## src/design/refresh_map.svh

```systemverilog
// Address, field, reset and timing constants of the display refresh interface.
`ifndef REFRESH_MAP_SVH
`define REFRESH_MAP_SVH

// host write locations, full memory address and short port number
`define CHAR_ADDR        16'hbf04
`define DIGIT_ADDR       16'hbf05
`define CHAR_PORT        8'h04
`define DIGIT_PORT       8'h05

// field widths and display size
`define CHAR_W           6
`define DIGIT_W          5
`define NUM_DIGITS       16

// digit-select codes and latch reset values
`define DIGIT_LEFT       5'h00
`define DIGIT_RIGHT      5'h0f
`define DIGIT_BLANK      5'h1f
`define CHAR_RESET       6'h00

// status word bit positions
`define STAT_OUT_BIT     4
`define STAT_MEMWN_BIT   1

// timing
`define CLK_HZ           200000000
`define REFRESH_HZ       1600
`define TICK_W           20
`define WAIT_CYCLES      2'd1

`endif

```

## src/design/refresh_pkg.sv

```systemverilog
// Types shared by the display refresh interface modules.
package refresh_pkg;
  typedef logic [5:0]  char_code_t;
  typedef logic [4:0]  digit_word_t;
  typedef logic [15:0] digit_enable_t;

  typedef enum logic [1:0] {
    WR_IDLE  = 2'b00,
    WR_STALL = 2'b01,
    WR_ARMED = 2'b10
  } wr_state_t;
endpackage

```

## src/design/refresh_if.sv

```systemverilog
// Link between the refresh interface core and its digit decoder.
`timescale 1ns/1ps
interface refresh_if;
  import refresh_pkg::*;
  digit_word_t   digitWord;
  digit_enable_t digitEnable;
  logic          ce;

  modport drv (output digitWord, output ce, input digitEnable);
  modport dec (input digitWord, input ce, output digitEnable);
endinterface

```

## src/design/digit_decoder.sv

```systemverilog
// Registered decode of the digit-select word into one digit enable per position.
`timescale 1ns/1ps
`include "refresh_map.svh"
module digit_decoder
  import refresh_pkg::*;
(
  // clock and reset
  input wire logic sys_clk,
  input wire logic rstn,
  // select word in, enables out
  refresh_if.dec   link
);

  genvar gi;
  generate
    for (gi = 0; gi < `NUM_DIGITS; gi++) begin : g_digit
      always_ff @(posedge sys_clk or negedge rstn) begin
        if (!rstn) begin
          link.digitEnable[gi] <= 1'b0;
        end else if (link.ce) begin
          link.digitEnable[gi] <= (link.digitWord == 5'(gi));
        end
      end
    end
  endgenerate

  // codes 10..1f match no position, so 1f blanks all
  chk_onehot_decode: assert property (@(posedge sys_clk) disable iff (!rstn)
    link.ce && (link.digitWord <= `DIGIT_RIGHT) |=>
      link.digitEnable == (16'h0001 << $past(link.digitWord)))
    else $error("digit enable not one-hot on select code");

  chk_blank_code: assert property (@(posedge sys_clk) disable iff (!rstn)
    link.ce && (link.digitWord == `DIGIT_BLANK) |=> link.digitEnable == 16'h0000)
    else $error("blank code left a digit lit");

endmodule // digit_decoder

```

## src/design/display_refresh.sv

```systemverilog
// Interrupt-driven refresh interface for a multiplexed 16-position display.
`timescale 1ns/1ps
`include "refresh_map.svh"
module display_refresh
  import refresh_pkg::*;
#(
  parameter int REFRESH_HZ = `REFRESH_HZ
) (
  // clock, reset, enable
  input  wire logic          sys_clk,
  input  wire logic          rstn,
  input  wire logic          ce,
  // host bus pins
  input  wire logic [15:0]   hostAddr,
  input  wire logic [7:0]    hostData,
  input  wire logic          phi1,
  input  wire logic          phi2,
  input  wire logic          syncStatus,
  input  wire logic          writeStrobeN,
  input  wire logic          hostHasStatus,
  input  wire logic          ioSpaceSel,
  // host handshake
  output logic               refreshReq,
  output logic               hostReady,
  // display drivers
  output logic [5:0]         charCode,
  output logic [15:0]        digitEnable
);

  localparam int TICK_DIV = `CLK_HZ / REFRESH_HZ;
  localparam int PINS     = 30;
  // strobe idles high, so its filter starts high to avoid a false edge
  localparam logic [PINS-1:0] PIN_IDLE = {16'h0000, 8'h00, 1'b0, 1'b0, 1'b0, 1'b1,
                                          1'b0, 1'b0};

  logic [PINS-1:0]     pinRaw;
  logic [PINS-1:0]     pinS1;
  logic [PINS-1:0]     pinS2;
  logic [PINS-1:0]     pinS3;
  logic [PINS-1:0]     pinFilt;
  logic [15:0]         addrF;
  logic [7:0]          dataF;
  logic                phi1F;
  logic                phi2F;
  logic                syncF;
  logic                wrF;
  logic                statusF;
  logic                ioSelF;
  logic                phi1Q;
  logic                phi2Q;
  logic                wrQ;
  logic                phi1Rise;
  logic                phi2Fall;
  logic                wrRise;
  logic [7:0]          status_r;
  logic                memWrite;
  logic                ioWrite;
  logic                spaceOk;
  logic                charHit;
  logic                digitHit;
  logic                charWrite;
  logic                digitWrite;
  char_code_t          char_r;
  digit_word_t         digitSel_r;
  logic [`TICK_W-1:0]  tickCnt_r;
  logic                tick;
  logic                req_r;
  wr_state_t           wrState_r;
  wr_state_t           wrState_nxt;
  logic [1:0]          waitCnt_r;

  refresh_if link ();

  assign pinRaw = {hostAddr, hostData, phi1, phi2, syncStatus, writeStrobeN,
                   hostHasStatus, ioSpaceSel};
  assign {addrF, dataF, phi1F, phi2F, syncF, wrF, statusF, ioSelF} = pinFilt;

  // pins are asynchronous: three stages, accept once stages two and three agree
  genvar gi;
  generate
    for (gi = 0; gi < PINS; gi++) begin : g_sync
      always_ff @(posedge sys_clk or negedge rstn) begin
        if (!rstn) begin
          pinS1[gi]   <= PIN_IDLE[gi];
          pinS2[gi]   <= PIN_IDLE[gi];
          pinS3[gi]   <= PIN_IDLE[gi];
          pinFilt[gi] <= PIN_IDLE[gi];
        end else if (ce) begin
          pinS1[gi] <= pinRaw[gi];
          pinS2[gi] <= pinS1[gi];
          pinS3[gi] <= pinS2[gi];
          if (pinS2[gi] == pinS3[gi]) begin
            pinFilt[gi] <= pinS3[gi];
          end
        end
      end
    end
  endgenerate

  always_ff @(posedge sys_clk or negedge rstn) begin
    if (!rstn) begin
      phi1Q <= 1'b0;
      phi2Q <= 1'b0;
      wrQ   <= 1'b1;
    end else if (ce) begin
      phi1Q <= phi1F;
      phi2Q <= phi2F;
      wrQ   <= wrF;
    end
  end

  assign phi1Rise = phi1F & ~phi1Q;
  assign phi2Fall = ~phi2F & phi2Q;
  assign wrRise   = wrF & ~wrQ;

  always_ff @(posedge sys_clk or negedge rstn) begin
    if (!rstn) begin
      status_r <= 8'h00;
    end else if (ce && phi1Rise && syncF) begin
      status_r <= dataF;
    end
  end

  // memory or I/O write from status
  assign memWrite = ~status_r[`STAT_MEMWN_BIT];
  assign ioWrite  = status_r[`STAT_OUT_BIT];
  assign spaceOk  = ~statusF | (ioSelF ? ioWrite : memWrite);

  assign charHit  = ioSelF ? (addrF[7:0] == `CHAR_PORT)  : (addrF == `CHAR_ADDR);
  assign digitHit = ioSelF ? (addrF[7:0] == `DIGIT_PORT) : (addrF == `DIGIT_ADDR);

  // data taken at the trailing strobe edge, where the host still holds it
  assign charWrite  = ce & wrRise & charHit & spaceOk;
  assign digitWrite = ce & wrRise & digitHit & spaceOk;

  always_ff @(posedge sys_clk or negedge rstn) begin
    if (!rstn) begin
      char_r <= `CHAR_RESET;
    end else if (charWrite) begin
      char_r <= dataF[5:0];
    end
  end

  always_ff @(posedge sys_clk or negedge rstn) begin
    if (!rstn) begin
      digitSel_r <= `DIGIT_BLANK;
    end else if (digitWrite) begin
      digitSel_r <= dataF[4:0];
    end
  end

  always_ff @(posedge sys_clk or negedge rstn) begin
    if (!rstn) begin
      tickCnt_r <= '0;
    end else if (ce) begin
      if (tick) begin
        tickCnt_r <= '0;
      end else begin
        tickCnt_r <= tickCnt_r + 1'b1;
      end
    end
  end

  assign tick = (tickCnt_r == `TICK_W'(TICK_DIV - 1));

  // request held until the host's first digit write; a new tick wins
  always_ff @(posedge sys_clk or negedge rstn) begin
    if (!rstn) begin
      req_r <= 1'b0;
    end else if (ce) begin
      if (tick) begin
        req_r <= 1'b1;
      end else if (digitWrite) begin
        req_r <= 1'b0;
      end
    end
  end

  // wait insertion, only for hosts that send status
  // re-armed only by the next status word: a lingering address must not stall again
  always_comb begin
    wrState_nxt = wrState_r;
    case (wrState_r)
      WR_IDLE: begin
        if (statusF && (charHit || digitHit) && spaceOk && wrF) begin
          wrState_nxt = (`WAIT_CYCLES != 2'd0) ? WR_STALL : WR_ARMED;
        end else if (!wrF) begin
          wrState_nxt = WR_ARMED;
        end
      end
      WR_STALL: begin
        if (phi2Fall && (waitCnt_r == `WAIT_CYCLES - 2'd1)) begin
          wrState_nxt = WR_ARMED;
        end
      end
      WR_ARMED: begin
        if (phi1Rise && syncF) begin
          wrState_nxt = WR_IDLE;
        end
      end
      default: wrState_nxt = WR_IDLE;
    endcase
  end

  always_ff @(posedge sys_clk or negedge rstn) begin
    if (!rstn) begin
      wrState_r <= WR_IDLE;
    end else if (ce) begin
      wrState_r <= wrState_nxt;
    end
  end

  always_ff @(posedge sys_clk or negedge rstn) begin
    if (!rstn) begin
      waitCnt_r <= 2'd0;
    end else if (ce) begin
      if (wrState_r != WR_STALL) begin
        waitCnt_r <= 2'd0;
      end else if (phi2Fall) begin
        waitCnt_r <= waitCnt_r + 2'd1;
      end
    end
  end

  assign link.digitWord = digitSel_r;
  assign link.ce        = ce;

  digit_decoder u_dec (
    .sys_clk (sys_clk),
    .rstn    (rstn),
    .link    (link)
  );

  assign refreshReq  = req_r;
  // ready low as soon as the stall state is entered, ahead of phase-two fall
  assign hostReady   = (wrState_r != WR_STALL);
  assign charCode    = char_r;
  assign digitEnable = link.digitEnable;

  chk_tick_raises: assert property (@(posedge sys_clk) disable iff (!rstn)
    ce && tick |=> refreshReq)
    else $error("refresh request not raised on divider wrap");

  chk_tick_bound: assert property (@(posedge sys_clk) disable iff (!rstn)
    tickCnt_r <= `TICK_W'(TICK_DIV - 1))
    else $error("refresh divider ran past its period");

  chk_req_clears: assert property (@(posedge sys_clk) disable iff (!rstn)
    digitWrite && !tick |=> !refreshReq)
    else $error("refresh request not dropped by digit write");

  chk_char_capture: assert property (@(posedge sys_clk) disable iff (!rstn)
    charWrite |=> charCode == $past(dataF[5:0]))
    else $error("character latch missed a write");

  chk_digit_hold: assert property (@(posedge sys_clk) disable iff (!rstn)
    !digitWrite |=> $stable(digitSel_r))
    else $error("digit latch changed without a write");

  chk_digit_capture: assert property (@(posedge sys_clk) disable iff (!rstn)
    digitWrite |-> (ioSelF ? addrF[7:0] == `DIGIT_PORT : addrF == `DIGIT_ADDR)
      ##1 digitSel_r == $past(dataF[4:0]))
    else $error("digit write at wrong location or not latched");

  chk_status_latch: assert property (@(posedge sys_clk) disable iff (!rstn)
    ce && phi1Rise && syncF |=> status_r == $past(dataF))
    else $error("status word not latched on phase-one rise");

  chk_reset_blank: assert property (@(posedge sys_clk)
    $rose(rstn) |-> digitSel_r == `DIGIT_BLANK ##1 digitEnable == 16'h0000)
    else $error("digit lit out of reset");

  chk_ready_release: assert property (@(posedge sys_clk) disable iff (!rstn)
    ce && (wrState_r == WR_STALL) && phi2Fall && (waitCnt_r == `WAIT_CYCLES - 2'd1)
      |=> hostReady)
    else $error("ready held low past the wait count");

endmodule // display_refresh

```

## config.mk

```make
export PLATFORM = sky130hd
export DESIGN_NAME = display_refresh
export DESIGN_NICKNAME = d
export VERILOG_FILES = /design/src/design/refresh_pkg.sv /design/src/design/refresh_if.sv /design/src/design/digit_decoder.sv /design/src/design/display_refresh.sv
export VERILOG_INCLUDE_DIRS = /design/src /design/src/design
export SDC_FILE = /design/constraint.sdc
export NUM_CORES = 1
export LEC_CHECK = 0
export ABC_AREA = 1
export ABC_CLOCK_PERIOD_IN_PS = 1670
export BUFFER_PORTS_ARGS = -buffer_cell sky130_fd_sc_hd__buf_2
export CORE_ASPECT_RATIO = 1.5
export CORE_MARGIN = 5
export CORE_UTILIZATION = 62
export CTS_BUF_LIST = sky130_fd_sc_hd__clkbuf_8
export CTS_CLUSTER_DIAMETER = 200
export DETAILED_ROUTE_END_ITERATION = 7
export PLACE_DENSITY = 0.82
export SETUP_SLACK_MARGIN = 0.1
export SYNTH_ARGS = -nofsm -noshare
export SYNTH_HDL_FRONTEND = slang
export SYNTH_SLANG_ARGS = --single-unit
```

## constraint.sdc

```tcl
create_clock -name sys_clk -period 1.67 [get_ports sys_clk]
set_input_delay 0.334 -clock sys_clk [delete_from_list [all_inputs] [get_ports sys_clk]]
set_output_delay 0.334 -clock sys_clk [all_outputs]
set_load 0.01 [all_outputs]
```

Yosys cells after proc, flatten, opt, wreduce, memory -nomap -nowiden
Cells that the tools add are included.

word-level totals
  bits in writable memories = 0
  bits in latches = 0
  memories = 0
  bits in read-only memories = 0
  output and inout port bits = 24
  register bits after elaboration = 172

operators by class
  bitwise gates (word level) = 14
  $mul = 0
  multiplexer cells = 13
  div/mod/pow operators = 0
  shift-type cells = 0
  $lt $le $gt $ge = 0
  add/subtract/negate cells = 2
  reductions and logical operators = 44
  equal/unequal tests = 54

operators by type and width
  cell                   count
  $reduce_and 2->1       30
  $eq 5x4->1 const B     8
  $eq 16x16->1 const B   2
  $eq 1x1->1             28
  $add 20x1->20 const B  1
  $eq 20x17->1 const B   1
  $eq 5x3->1 const B     4
  $mux 20                1
  $eq 8x3->1 const B     2
  $mux 2                 6
  $eq 5x2->1 const B     2
  $and 1x1->1            8
  $logic_and 1x1->1      7
  $pmux 2 s3             1
  $eq 5x1->1 const B     1
  $logic_not 5->1        1
  $mux 1                 5
  $not 1->1              5
  $logic_not 2->1        2
  $ne 2x2->1 const B     2
  $reduce_and 4->1       1
  $reduce_bool 2->1      2
  $ne 3x3->1 const B     1
  $add 2x1->2 const B    1
  other kinds (5)        5

Longest topological paths before layout
  depth in word-level cells = 8
  depth in mapped cells = 9

Modules after synthesis
From an unflattened synthesis, not the netlist that was laid out.

unflattened totals
  cells, all modules = 916
  area, all modules = 7502.2 um2

by module, submodules not included
  module           instances  area each (um2)  cells each
  display_refresh  1          6785.3           834
  digit_decoder    1          716.9            82

Worst setup path before layout
Ideal clock, no wire load.

  path kind = reg-to-reg
  start point = register pinFilt[2], in the netlist wrF
  end point = register char_r[1], in the netlist charCode[1]
  period minus slack after synthesis = 1.282 ns
  data arrival time = 1.169 ns
  slack = 0.388 ns
  stages on the path, launching flop included = 7
  cells stage by stage = dfstp_2 nand3_1 nor2_2 buf_2 nand4_1 nand2_1 inv_1

between the ends
  longest elaborated chain between the ends = 4

RTL lines
  item                               line                    text
  from (decl)                        display_refresh.sv:40   logic [PINS-1:0] pinFilt;
  from (signal, indexed assignment)  display_refresh.sv:87   pinFilt[gi] <= PIN_IDLE[gi];
  from (signal, indexed assignment)  display_refresh.sv:93   pinFilt[gi] <= pinS3[gi];
  $and 1x1->1                        display_refresh.sv:114  assign wrRise = wrF & ~wrQ;
  $and 1x1->1 (3 in series)          display_refresh.sv:133  assign charWrite = ce & wrRise & charHit & spaceOk;
  to (signal assigned)               display_refresh.sv:138  char_r <= `CHAR_RESET;
  to (signal assigned)               display_refresh.sv:140  char_r <= dataF[5:0];
  to (decl)                          display_refresh.sv:63   char_code_t char_r;

No other way between the ends.
A chain may end at the register's enable or synchronous reset.

Final worst setup path
  start point = register wrState_r[0]
  end point = output port hostReady

between the ends
  longest elaborated chain between the ends = 1

RTL lines
  item                    line                    text
  from (decl)             display_refresh.sv:68   wr_state_t wrState_r;
  from (signal assigned)  display_refresh.sv:209  wrState_r <= wrState_nxt;
  $ne 2x1->1              display_refresh.sv:236  assign hostReady = (wrState_r != WR_STALL);
  to (decl)               display_refresh.sv:24   output logic hostReady,

No other way between the ends.

==> flow_summary_export.csv <==
group,metric,value,unit
global_route,grt_use_total,21.3,%
finish,drive_above_1_share,14.1,%
logic_synthesis,yosys-top-cells-area,"dfrtp_1, nand2_1, inv_1",
floorplanning,coreArea,11800,µm²
logic_synthesis,synth.distinct_cells,27,
logic_synthesis,ys_ff_latch,169,
job,maxCapViolCount,0,
critical_path,path_class,"register to output pin",
logic_synthesis,synth_top_family_by_area,"simple AND/OR/NAND/NOR gates",
min_path,hold_end,"pinS1[27]$_DFFE_PN0P_",
cts,cts_tree,"yes",
finish,post-route-util,70.9,%
cts,h-tree-depth,4,
logic_synthesis,seq_area_frac_synth,57.3,%
sta,rsz0062_at_grt,"false",
floorplanning,die_h,144,µm
placement,place_congestion,0.886,
cts,clk_pin_slew,0.08,ns
finish,stdcell_count,1133,
global_route,grt_max_degree,64,
placement,place_inst,1097,
critical_path,critPathBufInv,3,
sta,fin_hold_ws,0.0934,ns
floorplanning,io_pins,57,
global_route,grt_first_pass_wirelength,24600,µm
power_and_ir_drop,intPower,6.45,mW
finish,final_nets,1002,
global_route,grt_pass1_vias,5674,
sta,fin_crit_sh,89.6,%
sta,setup_tns,0,ns
min_path,holdPathStages,3,
critical_path,worstPathRequired,1.34,ns
logic_synthesis,synth_area_per_cell,8.26,µm²
critical_path,crit_arrival,1.16,ns
detailed_routing,drc,0,
power_and_ir_drop,power,8.93,mW
placement,port_buffers,54,
finish,fillCellCount,914,
power_and_ir_drop,ir_drop,0.576,mV
floorplanning,start_util,62.6,%
sta,fmax,669,MHz
sta,relSlewSlack,73.3,%
detailed_routing,drt-initial-drc-count,331,
detailed_routing,drt_pass1_iterations,5,
critical_path,r2r-start,"tickCnt_r[0]$_DFFE_PN0P_",
finish,n_antenna_cell,0,
logic_synthesis,synth_xor_area_share,1.06,%
logic_synthesis,synthArstFlopShare,100,%
logic_synthesis,synthFlopType,"dfrtp_1",
sta,fin_crit,1.50,ns
logic_synthesis,synthAdderAreaFrac,0.338,%
finish,most-common-layout-cells,"nand2_1, dfrtp_1, inv_1, nor2_1, o21ai_0",
logic_synthesis,syn_area,7410,µm²
finish,area_growth,13.2,%
global_route,grt_overflow_total,0,
cts,cts_made_buffers,17,
min_path,min_from,"hostAddr[13]",
sta,setup_viol,0,
cts,insertion_delay,0.43,ns
cts,cts-root-buf,"clkbuf_8",
critical_path,worst-path-max-fanout,3,
logic_synthesis,ys.warnings.count,0,
finish,design_area,8390,µm²
critical_path,regToRegSetupSlack,0.19,ns
min_path,hp-class,"input port to register",
critical_path,crit_chain,"inv_2, nor2_2, inv_1, buf_2",
critical_path,reg2reg_to,"tickCnt_r[6]$_DFFE_PN0P_",
placement,dp_hpwl,10100,µm
sta,slew_viol_final,0,
floorplanning,die_area,14300,µm²
power_and_ir_drop,pwr-share-seq,54.5,%
logic_synthesis,synth_compound_area_share,6.93,%
floorplanning,std_cell_rows,49,
sta,finalHoldViolCount,0,
power_and_ir_drop,leakage,4.48,nW
placement,preCtsSetupSlack,0.189,ns
critical_path,slowest_stage,"dfrtp_1",
power_and_ir_drop,pwr_density_cell,1060,nW/µm²
sta,worst_clock_skew,0.00956,ns
detailed_routing,vias,5786,
critical_path,critPathLaunchType,"register",
cts,ctsLongestPathBuffers,2,
global_route,antenna_found_initial,0,
detailed_routing,via_per_inst,5.11,
cts,cts_sinks,169,
critical_path,reg2reg_depth,6,
logic_synthesis,synthCells,897,
finish,final_common_cell,"nand2_1",
detailed_routing,drt-total-wl,14200,µm
logic_synthesis,synthMuxAreaShare,0,%
critical_path,path_delay_family,"flip-flops",
power_and_ir_drop,clockPowerShare,31.9,%
sta,timing.final.ws_setup,0.174,ns
power_and_ir_drop,p_comb_share,13.6,%
logic_synthesis,synth_edf_count,0,
sta,worst_pin_slew,0.400,ns
logic_synthesis,synth.largest_area_cell,"dfrtp_1",
critical_path,cp-end-kind,"output pin",
power_and_ir_drop,p_sw_share,27.8,%
floorplanning,fp.dieW,99.2,µm
logic_synthesis,synth_top_area_share,53.7,%
power_and_ir_drop,p_switching,2.48,mW
placement,dpl_cell_area,7950,µm²
critical_path,cpPeakStageDelay,0.38,ns
detailed_routing,ant_nets,0,
logic_synthesis,synthSimpleGateAreaFrac,26.4,%
outcome,outcome,"finished, final reports clean",
detailed_routing,wl_per_cell,12.5,µm
logic_synthesis,syn-num-nets,932,
registers in the layout, indices dropped and copies added, names as in the netlist:
signal and count:
statusF 1, digitSel_r 5, addrF 16, syncF 1, phi1Q 1, wrF 1, pinS3 28, phi1F 1
pinS2 28, charCode 6, u_dec.link.digitEnable 16, dataF 6, wrQ 1, pinS1 28, phi2F 1, wrState_r 2
refreshReq 1, status_r 2, phi2Q 1, waitCnt_r 2, ioSelF 1, tickCnt_r 20
logic make-up (layout without fill, tap and decap cells):
group / count (synthesis) / in the layout
xor gates and xnor gates: 9 / 9
buffers and inverters: 149 / 232
adders and majority gates: 2 / 2
DFF: 169 / 169
and+or+nand+nor: 474 / 474
AOI/OAI and AO/OA: 94 / 94
cell usage after synthesis (8+ instances only):
cell,n
buf_2,19
nand3_1,44
nor2_1,81
nand2_1,305
nor2_2,8
dfrtp_1,159
dfstp_2,10
inv_1,119
nand4_1,22
o21ai_0,74
xor2_1,9
worst max-delay path by stage:
stage,from,endpoint,slack [ns],cells after the start
after floorplan,wrF$_DFFE_PN1P_,charCode[1]$_DFFE_PN0P_,0.39,6
after global placement,tickCnt_r[0]$_DFFE_PN0P_,tickCnt_r[6]$_DFFE_PN0P_,0.21,6
after detailed placement,addrF[14]$_DFFE_PN0P_,charCode[5]$_DFFE_PN0P_,0.19,8
after CTS,wrState_r[0]$_DFFE_PN0P_,hostReady,0.12,4
after global routing,wrState_r[0]$_DFFE_PN0P_,hostReady,0.10,4
final,wrState_r[0]$_DFFE_PN0P_,hostReady,0.17,4
metal layers:
metal | share of wire (%) | GRT usage (%) | vias to the layer above | wire (µm)
met1 | 41 | 25.1 | 2723 | 5880
met2 | 54 | 38.6 | 105 | 7610
met5 | 0 | 0 | - | 0
met3 | 3.4 | 4.18 | 21 | 477
met4 | 1.6 | 7.48 | 0 | 233
li1 | - | - | 2937 | -
power by group through the flow:
| stage | Sequential (mW) | Combinational (mW) | Clock [mW] |
|---|---|---|---|
| 2_1_floorplan | 4.83 | 0.884 | 0 |
| 3_3_place_gp | 4.92 | 1.14 | 0 |
| 3_5_place_dp | 4.93 | 1.21 | 0 |
| 4_1_cts | 4.86 | 1.22 | 2.91 |
| 5_1_grt | 4.93 | 1.41 | 3.08 |
| 6_report | 4.87 | 1.21 | 2.85 |
tightest hold or removal path: cells and delay by family:
kind                   cells  cell delay (ns)
buffers and inverters      1             0.07
and+or+nand+nor            2             0.09
final cells by class:
cell class / count / area (µm²) / area share (%)
Tap cell: 153 / 191 / 2.28
Clock inverter: 14 / 145 / 1.73
Timing Repair Buffer: 79 / 519 / 6.19
Multi-Input combinational cell: 579 / 2590 / 30.8
Clock buffer: 18 / 248 / 2.95
Sequential cell: 169 / 4240 / 50.6
Inverter: 121 / 454 / 5.42
what timing repair did:
item	CTS	global route
setup endpoints to repair	1	15
endpoints found under the hold margin	32	0
pin swaps	1	1
resized for setup	1	5
hold buffers	1	0
setup buffers	1	2
Power figures use the tool's default switching activity.
